**src/tod_counter_regs.svh**
```systemverilog
// Function
// - Offset 0x00 holds upper sixteen seconds bits
// - Offset 0x04 holds lower seconds, resets zero
// - Offset 0x08 holds nanoseconds, resets zero
// - Offset 0x0C reserved, no function
// - Offset 0x10: fraction 15:0, whole 19:16
// - Increment resets to documented clock period
// - Offset 0x14 offset period, same layout, zero
// - Offset 0x18 cycles using offset period
// - Offset 0x1C drift value, added at correction
// - Offset 0x20 drift interval in cycles
// - Output: fraction, nanoseconds, seconds packed
// - One-cycle load strobe loads supplied time
`ifndef TOD_COUNTER_REGS_SVH
`define TOD_COUNTER_REGS_SVH

`define TOD_ADDR_W          4
`define TOD_OFS_SEC_HI      8'h00
`define TOD_OFS_SEC_LO      8'h04
`define TOD_OFS_NANOS       8'h08
`define TOD_OFS_RSVD        8'h0C
`define TOD_OFS_TICK        8'h10
`define TOD_OFS_OFS_STEP    8'h14
`define TOD_OFS_OFS_CYCLES  8'h18
`define TOD_OFS_DRIFT_VAL   8'h1C
`define TOD_OFS_DRIFT_INT   8'h20

`define TOD_FRAC_LSB        0
`define TOD_FRAC_MSB        15
`define TOD_WHOLE_LSB       16
`define TOD_WHOLE_MSB       19
`define TOD_SEC_HI_MSB      15
`define TOD_CYCLES_MSB      19
`define TOD_INTERVAL_MSB    15

`define TOD_TICK_WHOLE_RST  4'h8
`define TOD_TICK_FRAC_RST   16'h0000
`define TOD_NS_PER_SEC      32'h3B9A_CA00

`endif

```
**src/tod_counter_pkg.sv**
```systemverilog
package tod_counter_pkg;

  typedef struct packed {
    logic [3:0]  whole;
    logic [15:0] frac;
  } tod_period_t;

  typedef struct packed {
    logic [47:0] sec;
    logic [31:0] ns;
    logic [15:0] frac;
  } tod_time_t;

  // Byte offset to word index on the register port
  function automatic logic [3:0] tod_word(input logic [7:0] ofs);
    return ofs[5:2];
  endfunction : tod_word

endpackage : tod_counter_pkg

```
**src/tod_step_if.sv**
```systemverilog
`timescale 1ns/100ps
interface tod_step_if;
  import tod_counter_pkg::*;
  logic [31:0] cur_ns;
  logic [15:0] cur_frac;
  tod_period_t step;
  tod_period_t drift;
  logic        drift_en;
  logic [31:0] next_ns;
  logic [15:0] next_frac;
  logic        carry;

  modport core  (output cur_ns, cur_frac, step, drift, drift_en,
                 input  next_ns, next_frac, carry);
  modport adder (input  cur_ns, cur_frac, step, drift, drift_en,
                 output next_ns, next_frac, carry);
endinterface : tod_step_if

```
**src/tod_adder.sv**
```systemverilog
`timescale 1ns/100ps
`include "tod_counter_regs.svh"
module tod_adder
  import tod_counter_pkg::*;
(
  tod_step_if.adder step_if
);
  logic [47:0] base;
  logic [47:0] incr;
  logic [47:0] drift_add;
  logic [47:0] sum;
  logic        over;
  logic [31:0] wrapped;

  assign base      = {step_if.cur_ns, step_if.cur_frac};
  assign incr      = {28'h000_0000, step_if.step};
  assign drift_add = step_if.drift_en ? {28'h000_0000, step_if.drift}
                                      : 48'h0000_0000_0000;
  assign sum       = base + incr + drift_add;
  // One subtraction suffices: a step never exceeds a second
  assign over      = sum[47:16] >= `TOD_NS_PER_SEC;
  assign wrapped   = sum[47:16] - `TOD_NS_PER_SEC;

  assign step_if.next_ns   = over ? wrapped : sum[47:16];
  assign step_if.next_frac = sum[15:0];
  assign step_if.carry     = over;
endmodule : tod_adder

```
**src/tod_counter.sv**
```systemverilog
`timescale 1ns/100ps
`include "tod_counter_regs.svh"
module tod_counter
  import tod_counter_pkg::*;
#(
  parameter logic [3:0]  TICK_WHOLE_RST = `TOD_TICK_WHOLE_RST,
  parameter logic [15:0] TICK_FRAC_RST  = `TOD_TICK_FRAC_RST
)(
  input  wire logic                   clock_i,
  input  wire logic                   sys_rst_i,
  input  wire logic [`TOD_ADDR_W-1:0] csr_address_i,
  input  wire logic                   csr_read_i,
  input  wire logic                   csr_write_i,
  input  wire logic [31:0]            csr_writedata_i,
  output logic      [31:0]            csr_readdata_o,
  input  wire logic                   wide_time_load_strobe_i,
  input  wire logic [95:0]            wide_time_load_value_i,
  output logic      [95:0]            wide_time_output_o
);

  tod_step_if step_if ();

  logic [47:0] tod_seconds;
  logic [31:0] nanoseconds_count;
  logic [15:0] tod_fraction;
  tod_period_t tick_increment;
  tod_period_t offset_step_increment;
  logic [19:0] offset_step_cycles;
  tod_period_t drift_correction_value;
  logic [15:0] drift_correction_interval;
  logic [15:0] drift_cycle_count;

  logic        wr_sec_hi;
  logic        wr_sec_lo;
  logic        wr_nanos;
  logic        wr_tick;
  logic        wr_ofs_step;
  logic        wr_ofs_cycles;
  logic        wr_drift_val;
  logic        wr_drift_int;
  logic        drift_due;
  logic        adjusting;
  logic [47:0] next_seconds;
  logic [31:0] next_read;

  function automatic tod_period_t tod_period(input logic [31:0] d);
    tod_period_t p;
    p.whole = d[`TOD_WHOLE_MSB:`TOD_WHOLE_LSB];
    p.frac  = d[`TOD_FRAC_MSB:`TOD_FRAC_LSB];
    return p;
  endfunction : tod_period

  function automatic logic hit(input logic [7:0] ofs);
    return csr_write_i && (csr_address_i == tod_word(ofs));
  endfunction : hit

  assign wr_sec_hi     = hit(`TOD_OFS_SEC_HI);
  assign wr_sec_lo     = hit(`TOD_OFS_SEC_LO);
  assign wr_nanos      = hit(`TOD_OFS_NANOS);
  assign wr_tick       = hit(`TOD_OFS_TICK);
  assign wr_ofs_step   = hit(`TOD_OFS_OFS_STEP);
  assign wr_ofs_cycles = hit(`TOD_OFS_OFS_CYCLES);
  assign wr_drift_val  = hit(`TOD_OFS_DRIFT_VAL);
  assign wr_drift_int  = hit(`TOD_OFS_DRIFT_INT);

  // Interval of zero disables drift correction
  assign drift_due = (drift_correction_interval != 16'h0000) &&
                     (drift_cycle_count + 16'h0001 ==
                      drift_correction_interval);
  assign adjusting = offset_step_cycles != 20'h0_0000;

  assign step_if.cur_ns   = nanoseconds_count;
  assign step_if.cur_frac = tod_fraction;
  assign step_if.step     = adjusting ? offset_step_increment
                                      : tick_increment;
  assign step_if.drift    = drift_correction_value;
  assign step_if.drift_en = drift_due;

  tod_adder u_adder (
    .step_if (step_if)
  );

  assign next_seconds = tod_seconds + {47'h0000_0000_0000, step_if.carry};

  // Time counter: load strobe beats software writes beats advance
  always_ff @(posedge clock_i or posedge sys_rst_i) begin
    if (sys_rst_i) begin
      tod_seconds       <= 48'h0000_0000_0000;
      nanoseconds_count <= 32'h0000_0000;
      tod_fraction      <= 16'h0000;
    end else if (wide_time_load_strobe_i) begin
      tod_seconds       <= wide_time_load_value_i[95:48];
      nanoseconds_count <= wide_time_load_value_i[47:16];
      tod_fraction      <= wide_time_load_value_i[15:0];
    end else begin
      tod_fraction      <= step_if.next_frac;
      nanoseconds_count <= wr_nanos ? csr_writedata_i
                                    : step_if.next_ns;
      if (wr_sec_hi) begin
        tod_seconds <= {csr_writedata_i[`TOD_SEC_HI_MSB:0],
                        next_seconds[31:0]};
      end else if (wr_sec_lo) begin
        tod_seconds <= {next_seconds[47:32], csr_writedata_i};
      end else begin
        tod_seconds <= next_seconds;
      end
    end
  end

  sec_hi_write_a: assert property (
    @(posedge clock_i) disable iff (sys_rst_i)
    (wr_sec_hi && !wide_time_load_strobe_i) |=>
      tod_seconds[47:32] == $past(csr_writedata_i[`TOD_SEC_HI_MSB:0]))
    else $error("upper seconds write not taken");

  sec_lo_write_a: assert property (
    @(posedge clock_i) disable iff (sys_rst_i)
    (wr_sec_lo && !wide_time_load_strobe_i) |=>
      tod_seconds[31:0] == $past(csr_writedata_i))
    else $error("lower seconds write not taken");

  ns_write_a: assert property (
    @(posedge clock_i) disable iff (sys_rst_i)
    (wr_nanos && !wide_time_load_strobe_i) |=>
      nanoseconds_count == $past(csr_writedata_i))
    else $error("nanoseconds write not taken");

  // Period settings
  always_ff @(posedge clock_i or posedge sys_rst_i) begin
    if (sys_rst_i) begin
      tick_increment         <= '{whole: TICK_WHOLE_RST,
                                  frac: TICK_FRAC_RST};
      offset_step_increment  <= '{whole: 4'h0, frac: 16'h0000};
      drift_correction_value <= '{whole: 4'h0, frac: 16'h0000};
    end else begin
      if (wr_tick) begin
        tick_increment <= tod_period(csr_writedata_i);
      end
      if (wr_ofs_step) begin
        offset_step_increment <= tod_period(csr_writedata_i);
      end
      if (wr_drift_val) begin
        drift_correction_value <= tod_period(csr_writedata_i);
      end
    end
  end

  // Offset adjustment: the count register reads back cycles left
  always_ff @(posedge clock_i or posedge sys_rst_i) begin
    if (sys_rst_i) begin
      offset_step_cycles <= 20'h0_0000;
    end else if (wr_ofs_cycles) begin
      offset_step_cycles <= csr_writedata_i[`TOD_CYCLES_MSB:0];
    end else if (adjusting) begin
      offset_step_cycles <= offset_step_cycles - 20'h0_0001;
    end
  end

  offset_end_a: assert property (
    @(posedge clock_i) disable iff (sys_rst_i)
    (offset_step_cycles == 20'h0_0001 && !wr_ofs_cycles) |=>
      (!adjusting && step_if.step == tick_increment))
    else $error("offset adjustment ran past its cycle count");

  // Drift interval and its cycle counter
  always_ff @(posedge clock_i or posedge sys_rst_i) begin
    if (sys_rst_i) begin
      drift_correction_interval <= 16'h0000;
      drift_cycle_count         <= 16'h0000;
    end else begin
      if (wr_drift_int) begin
        drift_correction_interval <=
          csr_writedata_i[`TOD_INTERVAL_MSB:0];
      end
      // Restart the count so a new interval starts cleanly
      if (wr_drift_int || drift_due) begin
        drift_cycle_count <= 16'h0000;
      end else if (drift_correction_interval != 16'h0000) begin
        drift_cycle_count <= drift_cycle_count + 16'h0001;
      end
    end
  end

  // Carry cycles left out: the wrap is checked on its own
  drift_add_a: assert property (
    @(posedge clock_i) disable iff (sys_rst_i)
    (drift_due && !wide_time_load_strobe_i && !wr_nanos &&
     !step_if.carry) |=>
      {nanoseconds_count, tod_fraction} ==
        $past({nanoseconds_count, tod_fraction}) +
        $past({28'h000_0000, step_if.step}) +
        $past({28'h000_0000, step_if.drift}))
    else $error("drift value not added when due");

  always_comb begin
    next_read = 32'h0000_0000;
    case (csr_address_i)
      tod_word(`TOD_OFS_SEC_HI):     next_read = {16'h0000,
                                                  tod_seconds[47:32]};
      tod_word(`TOD_OFS_SEC_LO):     next_read = tod_seconds[31:0];
      tod_word(`TOD_OFS_NANOS):      next_read = nanoseconds_count;
      tod_word(`TOD_OFS_TICK):       next_read = {12'h000,
                                                  tick_increment};
      tod_word(`TOD_OFS_OFS_STEP):   next_read = {12'h000,
                                                  offset_step_increment};
      tod_word(`TOD_OFS_OFS_CYCLES): next_read = {12'h000,
                                                  offset_step_cycles};
      tod_word(`TOD_OFS_DRIFT_VAL):  next_read = {12'h000,
                                                  drift_correction_value};
      tod_word(`TOD_OFS_DRIFT_INT):  next_read = {16'h0000,
                                              drift_correction_interval};
      default:                       next_read = 32'h0000_0000;
    endcase
  end

  // Read data registered, valid the cycle after the read strobe
  always_ff @(posedge clock_i or posedge sys_rst_i) begin
    if (sys_rst_i) begin
      csr_readdata_o <= 32'h0000_0000;
    end else if (csr_read_i) begin
      csr_readdata_o <= next_read;
    end
  end

  sec_lo_read_a: assert property (
    @(posedge clock_i) disable iff (sys_rst_i)
    (csr_read_i && csr_address_i == tod_word(`TOD_OFS_SEC_LO))
      |=> csr_readdata_o == $past(tod_seconds[31:0]))
    else $error("lower seconds read wrong");

  ns_read_a: assert property (
    @(posedge clock_i) disable iff (sys_rst_i)
    (csr_read_i && csr_address_i == tod_word(`TOD_OFS_NANOS))
      |=> csr_readdata_o == $past(nanoseconds_count))
    else $error("nanoseconds read wrong");

  tick_read_a: assert property (
    @(posedge clock_i) disable iff (sys_rst_i)
    (csr_read_i && csr_address_i == tod_word(`TOD_OFS_TICK))
      |=> csr_readdata_o == {12'h000, $past(tick_increment)})
    else $error("increment read wrong");

  always_ff @(posedge clock_i or posedge sys_rst_i) begin
    if (sys_rst_i) begin
      wide_time_output_o <= 96'h0;
    end else begin
      wide_time_output_o <= {tod_seconds, nanoseconds_count,
                             tod_fraction};
    end
  end

  load_time_a: assert property (
    @(posedge clock_i) disable iff (sys_rst_i)
    wide_time_load_strobe_i |=> ##1
      wide_time_output_o == $past(wide_time_load_value_i, 2))
    else $error("load value not on output two cycles later");

  sec_carry_a: assert property (
    @(posedge clock_i) disable iff (sys_rst_i)
    (!wide_time_load_strobe_i && !wr_sec_hi && !wr_sec_lo &&
     step_if.carry) |=> tod_seconds == $past(tod_seconds) + 48'h1)
    else $error("seconds did not advance on nanosecond wrap");

  ns_range_a: assert property (
    @(posedge clock_i) disable iff (sys_rst_i)
    (!wide_time_load_strobe_i && !wr_nanos &&
     nanoseconds_count < `TOD_NS_PER_SEC)
      |=> nanoseconds_count < `TOD_NS_PER_SEC)
    else $error("nanoseconds left legal range");

  sec_hi_read_a: assert property (
    @(posedge clock_i) disable iff (sys_rst_i)
    (csr_read_i && csr_address_i == tod_word(`TOD_OFS_SEC_HI))
      |=> csr_readdata_o == {16'h0000, $past(tod_seconds[47:32])})
    else $error("upper seconds read wrong");

  rsvd_read_a: assert property (
    @(posedge clock_i) disable iff (sys_rst_i)
    (csr_read_i && csr_address_i == tod_word(`TOD_OFS_RSVD))
      |=> csr_readdata_o == 32'h0000_0000)
    else $error("reserved word did not read zero");

  tick_use_a: assert property (
    @(posedge clock_i) disable iff (sys_rst_i)
    (wr_tick && !wr_ofs_cycles && !adjusting) |=>
      !adjusting |-> step_if.step == $past(csr_writedata_i[`TOD_WHOLE_MSB:0]))
    else $error("written increment not used as period");

  offset_run_a: assert property (
    @(posedge clock_i) disable iff (sys_rst_i)
    (adjusting && !wr_ofs_cycles) |->
      step_if.step == offset_step_increment ##1
      offset_step_cycles == $past(offset_step_cycles) - 20'h0_0001)
    else $error("offset adjustment count or period wrong");

  drift_gap_a: assert property (
    @(posedge clock_i) disable iff (sys_rst_i)
    (drift_due && drift_correction_interval > 16'h0001 &&
     !wr_drift_int) |=> !drift_due)
    else $error("drift correction applied on consecutive cycles");

  drift_off_a: assert property (
    @(posedge clock_i) disable iff (sys_rst_i)
    (drift_correction_interval == 16'h0000 &&
     !wide_time_load_strobe_i && !wr_nanos && !step_if.carry) |=>
      {nanoseconds_count, tod_fraction} ==
        $past({nanoseconds_count, tod_fraction}) +
        $past({28'h000_0000, step_if.step}))
    else $error("drift added while interval is zero");

endmodule : tod_counter

```
**config.mk**
```make
export PLATFORM = sky130hd
export DESIGN_NAME = tod_counter
export DESIGN_NICKNAME = d
export VERILOG_FILES = /design/src/tod_counter_pkg.sv /design/src/tod_step_if.sv /design/src/tod_adder.sv /design/src/tod_counter.sv
export VERILOG_INCLUDE_DIRS = /design/src
export SDC_FILE = /design/constraint.sdc
export NUM_CORES = 1
export LEC_CHECK = 0
export ABC_AREA = 1
export BUFFER_PORTS_ARGS = -buffer_cell sky130_fd_sc_hd__buf_2
export CAP_MARGIN = 20
export CORE_ASPECT_RATIO = 0.9
export CORE_UTILIZATION = 46
export CTS_CLUSTER_DIAMETER = 80
export CTS_CLUSTER_SIZE = 28
export DETAILED_ROUTE_END_ITERATION = 8
export PLACE_DENSITY = 0.77
export SYNTH_ARGS = -nofsm -noshare
export SYNTH_HDL_FRONTEND = slang
export SYNTH_SLANG_ARGS = --single-unit
export TNS_END_PERCENT = 5
```
**constraint.sdc**
```tcl
create_clock -name clock_i -period 21.4 [get_ports clock_i]
set_clock_uncertainty 0.1 [all_clocks]
set_input_delay 0 -clock clock_i [delete_from_list [all_inputs] [get_ports clock_i]]
set_output_delay 0 -clock clock_i [all_outputs]
set_load 0.01 [all_outputs]
```
==> impl_metrics.py, run 1 <==
metrics = {
    "outcome": {
        "status": "finished with violations",
        "violations": "design-rule violations",
    },
    "synthesis": {
        "ys_warn_count": 0,
        "synth_fa_ha_area_frac": 0.0371,
        "synthFlopType": "dfrtp_1",
        "synth_area_leaders": "dfrtp_1 (42%), nand2_1 (15%), inv_1 (7.0%)",
        "synth_compound_area_frac": 0.114,
        "synth_nets": 2815,
        "synth_largest_area_cell": "dfrtp_1",
        "avgSynthCellArea_um2": 7.50,
        "netlist_area_um2": 19700,
        "synth.yosys.seq_area_share": 0.426,
        "synth_cells": 2632,
        "synth-edff-count": 0,
        "ys_types": 51,
        "async_flop_share": 1.00,
        "synthMuxAreaShare": 0.0188,
        "synth-seq-cells": 336,
        "synth_top_area_share": 0.425,
        "synth_xor_area_frac": 0.0395,
        "synth_top_family_by_area": "simple AND/OR/NAND/NOR gates",
        "synthSimpleGateAreaFrac": 0.274,
    },
    "clocking": {
        "cts_setup_buffers": 0,
        "cts_max_level": 1,
        "cts_resized": 0,
        "cts.sinks": 336,
        "cts-buffers-inserted": 20,
        "cts_hold_buf": 219,
        "clock_path_buffers": 3,
        "clk_latency_ns": 0.58,
        "clkTransAtPathRegs_ns": 0.10,
        "root_buffer": "clkbuf_16",
        "tritoncts": "yes",
    },
    "floorplanning": {
        "fp.dieH_um": 199,
        "ios": 265,
        "rows": 71,
        "start_util": 0.470,
        "fp.dieArea_um2": 43800,
        "core_um2": 42000,
        "fp.dieW_um": 220,
    },
    "grt": {
        "grt_overflow_total": 0,
        "grt_pass1_wl_mm": 119,
        "grt_max_degree": 176,
        "track_usage": 0.367,
        "antenna_found_initial": 4,
        "grt_pass1_vias": 19400,
    },
    "placement": {
        "dp_hpwl_mm": 60.5,
        "pre_cts_ws_ns": 12.53,
        "place_congestion": 1.06,
        "io_buffers": 264,
        "place_inst": 3376,
        "dpl_cell_area_um2": 21500,
    },
    "sta": {
        "rsz0062_at_grt": "no",
        "fin_crit_sh": 0.448,
        "final.min_clock_period_ns": 9.58,
        "setup_viol_count_final": 0,
        "report.final.hold_viol_count": 0,
        "timing.setup.tns_ns": 0,
        "slew_violations": 0,
        "relSlewSlack": 0.285,
        "tightest_slew_ns": 1.07,
        "postLayoutSetupSlackWorst_ns": 11.82,
        "max_clock_freq_ghz": 0.104,
    },
    "pwr": {
        "intPower_mw": 1.29,
        "p_seq_frac": 0.408,
        "cellLeakagePower_nw": 12.5,
        "switching_share": 0.432,
        "power_density_nw_per_um2": 92.8,
        "power_frac_clock": 0.196,
        "ir_drop_mv": 0.0659,
        "total_power_mw": 2.27,
        "p_comb_frac": 0.396,
        "p_switching_mw": 0.983,
    },
    "drt": {
        "drtPass1Iterations": 7,
        "wirelength_mm": 80.1,
        "detailroute.via_count": 20500,
        "post_drt_wl_per_cell_um": 22.0,
        "drtAntennaViolNets": 0,
        "first_iter_violations": 2266,
        "remaining_drc_errors": 24,
        "viasPerCell": 5.65,
    },
    "setup_path": {
        "crit_path_end_kind": "flop",
        "crit_type": "reg2reg",
        "max_stage_delay_ns": 0.55,
        "crit_slowest_cell": "dlygate4sd3_1",
        "cp_common_cell": "nand2_1",
        "worst_ep_required_time_ns": 21.77,
        "arrival_ns": 9.95,
        "critPathMaxFanout": 35,
        "worstSetupStartpointType": "flop",
    },
    "final_layout": {
        "final_cell_mix": "nand2_1 (784), inv_1 (367), dfrtp_1 (335)",
        "instances_no_fill": 3634,
        "syn_to_final_growth_pct": 24.2,
        "final_common_cell": "nand2_1",
        "postLayoutCellArea_um2": 24500,
        "nets": 3256,
        "drive_above_1_share": 0.145,
    },
    "job": {
        "maxCapViolations": 0,
    },
    "min_path": {
        "hp-class": "in2reg",
    },
}
-- area by class of cell --
cell class	instances	area, um^2
flip-flops and latches	336	8410
well taps	547	684
clock inverters	12	158
clock buffers	23	532
inverters	384	1450
repair buffers	501	3720
fillers	3823	17500
diodes	1	2.50
multi-input cells	1830	9550
-- cell families (layout without fill, tap and decap cells) --
logic type,count (synthesis),count (layout)
AND/OR/NAND/NOR,1263,1263
adder cells (fa/ha/maj),46,46
other,0,1
multiplexers,33,33
flip-flops,336,336
AO/OA/AOI/OAI,399,399
buffers and inverters,466,920
XOR/XNOR,89,89
-- cells in the mapped netlist, drive strengths merged, types with 30 or more instances --
master	n
a21oi	40
a221oi	33
clkbuf	71
dfrtp	335
inv	381
mux2	32
nand2	804
nand3	157
nand4	30
nor2	202
nor3	34
o21ai	259
o22ai	40
xor2	64
-- power groups by stage --
stage               clock network [mW]  registers (mW)  logic, mW
floorplan                            0           0.890      0.538
global placement                     0           0.928      0.814
detailed placement                   0           0.933      0.823
CTS                              0.450           0.921      0.875
global route                     0.471           0.940      0.990
finish                           0.446           0.928      0.901
-- stage by stage --
step | hold slack (ns) | util
final | 0.0312 | 0.583
after global routing | 0.0774 | 0.583
after CTS | 0.00342 | 0.581
after detailed placement | 0.0291 | 0.513
after global placement | 0.0240 | 0.513
after floorplan | 0.00589 | -
-- layer usage --
layer | up-vias | wire length [um] | track usage
met5 | - | 17 | 0
met4 | 2 | 3070 | 0.126
met3 | 173 | 8700 | 0.0729
met2 | 1194 | 34100 | 0.538
met1 | 9858 | 34200 | 0.536
li1 | 9297 | - | -
-- sequential cells by signal, indices dropped and copies added (netlist names) --
signal,cells
wide_time_output_o,96
tod_seconds,48
drift_cycle_count,16
nanoseconds_count,32
drift_correction_interval,16
offset_step_cycles,20
step_if.cur_frac,16
drift_correction_value,20
offset_step_increment,20
tick_increment,20
csr_readdata_o,32
-- path summary, 6_finish.rpt --
| check | slack (ns) | to | start | depth (start not counted) |
|---|---|---|---|---|
| hold / removal | 0.03 | tod_seconds[43]$_DFF_PP0_ | wide_time_load_strobe_i | 4 |
| hold reg to reg | 0.28 | wide_time_output_o[6]$_DFF_PP0_ | step_if.cur_frac[6]$_DFF_PP0_ | 0 |
| setup / recovery | 11.82 | tod_seconds[46]$_DFF_PP0_ | drift_cycle_count[0]$_DFFE_PP0P_ | 48 |
| max in group asynchronous | 18.40 | wide_time_output_o[32]$_DFF_PP0_ | sys_rst_i | 6 |
| setup reg to reg | 11.82 | tod_seconds[46]$_DFF_PP0_ | drift_cycle_count[0]$_DFFE_PP0P_ | 48 |
| min in group asynchronous | 0.53 | wide_time_output_o[85]$_DFF_PP0_ | sys_rst_i | 4 |
-- critical path: cells and delay by family (launching register included) --
family / cells / cell delay (ns)
and+or+nand+nor: 31 / 5.15
buffers and inverters: 6 / 1.18
xor gates and xnor gates: 3 / 0.49
AOI/OAI and AO/OA: 2 / 0.41
DFF: 1 / 0.44
adders and majority gates: 6 / 1.67
(Power assumes the default switching activity.)
==> run 2: changes to the inputs <==
==> constraint.sdc (replaced) <==
create_clock -name clock_i -period 9.9 [get_ports clock_i]
set_clock_uncertainty 0.1 [all_clocks]
set_input_delay 0 -clock clock_i [delete_from_list [all_inputs] [get_ports clock_i]]
set_output_delay 0 -clock clock_i [all_outputs]
set_load 0.01 [all_outputs]
==> impl_metrics.py, run 2 (same netlist as run 1, synthesis figures left out) <==
metrics = {
    "clocking": {
        "cts.sinks": 336,
        "clk_latency_ns": 0.56,
        "cts_max_level": 1,
        "clock_path_buffers": 3,
        "tritoncts": "yes",
        "clkTransAtPathRegs_ns": 0.11,
        "cts-buffers-inserted": 18,
        "root_buffer": "clkbuf_16",
    },
    "pwr": {
        "cellLeakagePower_nw": 12.5,
        "power_density_nw_per_um2": 200,
        "ir_drop_mv": 0.131,
    },
    "sta": {
        "rsz0062_at_grt": "no",
        "report.final.hold_viol_count": 0,
        "timing.setup.tns_ns": 0,
        "final.min_clock_period_ns": 9.03,
        "relSlewSlack": 0.315,
        "max_clock_freq_ghz": 0.111,
        "setup_viol_count_final": 0,
        "fin_crit_sh": 0.912,
        "tightest_slew_ns": 1.03,
        "slew_violations": 0,
    },
    "floorplanning": {
        "core_um2": 42000,
        "rows": 71,
        "fp.dieH_um": 199,
        "ios": 265,
        "start_util": 0.470,
        "fp.dieW_um": 220,
        "fp.dieArea_um2": 43800,
    },
    "final_layout": {
        "nFillCells": 3902,
        "largest_reg_flops": 96,
        "multi_input_area_um2": 9580,
        "seqCellArea_um2": 8410,
        "final_cell_mix": "nand2_1 (783), inv_1 (367), dfrtp_1 (335)",
        "drive_above_1_share": 0.145,
        "num_antenna_cells": 0,
        "syn_to_final_growth_pct": 23.7,
        "nets": 3248,
        "top_regs": "wide_time_output_o (96), tod_seconds (48)",
        "postLayoutCellArea_um2": 24400,
        "top_register": "wide_time_output_o",
        "instances_no_fill": 3623,
        "final_common_cell": "nand2_1",
    },
    "drt": {
        "route.met2.wl_mm": 34.1,
        "detailroute.via_count": 20500,
        "drtAntennaViolNets": 0,
        "dr_wl_met3_mm": 9.93,
        "top_layer_used": "met5",
        "first_iter_violations": 2457,
        "remaining_drc_errors": 10,
        "viasPerCell": 5.66,
        "post_drt_wl_per_cell_um": 22.3,
        "drt-met1-wl_mm": 32.8,
        "wirelength_mm": 80.6,
        "drtPass1Iterations": 8,
    },
    "setup_path": {
        "r2r_end": "tod_seconds[46]$_DFF_PP0_",
        "crit_type": "reg2reg",
        "critPathMaxFanout": 17,
        "worstRegToRegCells": 46,
        "critPathTopFamily": "simple AND/OR/NAND/NOR gates",
        "path_depth": 46,
        "reg2reg_from": "drift_cycle_count[0]$_DFFE_PP0P_",
        "crit_slowest_cell": "dlygate4sd3_1",
        "crit_start": "drift_cycle_count[0]$_DFFE_PP0P_",
        "max_stage_delay_ns": 0.54,
        "crit_path_end_kind": "flop",
        "arrival_ns": 9.38,
        "ff2ff_setup_slack_ns": 0.87,
        "cp_common_cell": "nand2_1",
        "cp.buffers_inverters": 5,
        "worstSetupStartpointType": "flop",
        "worst_ep_required_time_ns": 10.25,
    },
    "placement": {
        "place_congestion": 1.09,
        "dp_hpwl_mm": 60.4,
        "place_inst": 3376,
        "io_buffers": 264,
        "dpl_cell_area_um2": 21500,
    },
    "grt": {
        "grt_max_degree": 112,
        "antenna_found_initial": 2,
        "grt_pass1_wl_mm": 118,
        "track_usage": 0.366,
        "grt_pass1_vias": 19500,
        "grt_overflow_total": 0,
    },
    "min_path": {
        "hp-class": "in2async",
    },
    "outcome": {
        "violations": "design-rule violations",
        "status": "finished with violations",
    },
    "job": {
        "maxCapViolations": 0,
    },
}
run 2: how the worst max path moves through the flow:
stage	slack (ns)	to
after CTS	0.78	tod_seconds[46]$_DFF_PP0_
after global routing	0.04	tod_seconds[46]$_DFF_PP0_
after global placement	1.64	tod_seconds[46]$_DFF_PP0_
final	0.87	tod_seconds[46]$_DFF_PP0_
after floorplan	0.49	csr_readdata_o[0]$_DFFE_PP0P_
after detailed placement	1.38	tod_seconds[46]$_DFF_PP0_
run 2: cell type report:
| cell class | count | area share |
|---|---|---|
| Sequential cell | 336 | 0.344 |
| Clock buffer | 21 | 0.0202 |
| Inverter | 384 | 0.0595 |
| Tap cell | 547 | 0.0280 |
| Timing Repair Buffer | 495 | 0.150 |
| Clock inverter | 10 | 0.00533 |
| Multi-Input combinational cell | 1830 | 0.392 |
run 2: what timing repair did:
| item | 4_1_cts | 5_1_grt |
|---|---|---|
| hold endpoints to repair | 296 | 4 |
| setup endpoints to repair | 0 | 2 |
| setup buffers | 0 | 0 |
| gates resized for setup | 0 | 7 |
| hold buffers | 209 | 1 |
run 2: through the flow:
step	worst slack (ns)	util	hold WS (ns)	total power [mW]
after floorplan	0.492	-	0.00589	3.09
after global placement	1.64	0.512	0.102	3.76
after detailed placement	1.38	0.512	0.105	3.80
after CTS	0.781	0.577	0.00942	4.81
after global routing	0.0401	0.581	0.0859	5.15
final	0.870	0.581	0.0277	4.88
run 2: routing by layer:
metal  GRT usage  vias up
met5           0        -
met4       0.144        2
met3      0.0924      195
met2       0.542     1277
met1       0.512     9772
li1            -     9278
run 2: power by group:
| group | internal (mW) | switching, mW | leakage, nW |
|---|---|---|---|
| Clock | 0.405 | 0.508 | 0.302 |
| Sequential | 1.67 | 0.338 | 4.13 |
| Combinational | 0.702 | 1.25 | 8.08 |
run 2: worst register-to-register path: cells and delay by family, from the launching register on:
| family | cells | cell delay (ns) |
|---|---|---|
| simple gates | 29 | 4.63 |
| flops | 1 | 0.45 |
| xor+xnor | 3 | 0.46 |
| compound gates | 3 | 0.71 |
| buf+inv | 5 | 0.98 |
| fa+ha+maj | 6 | 1.58 |
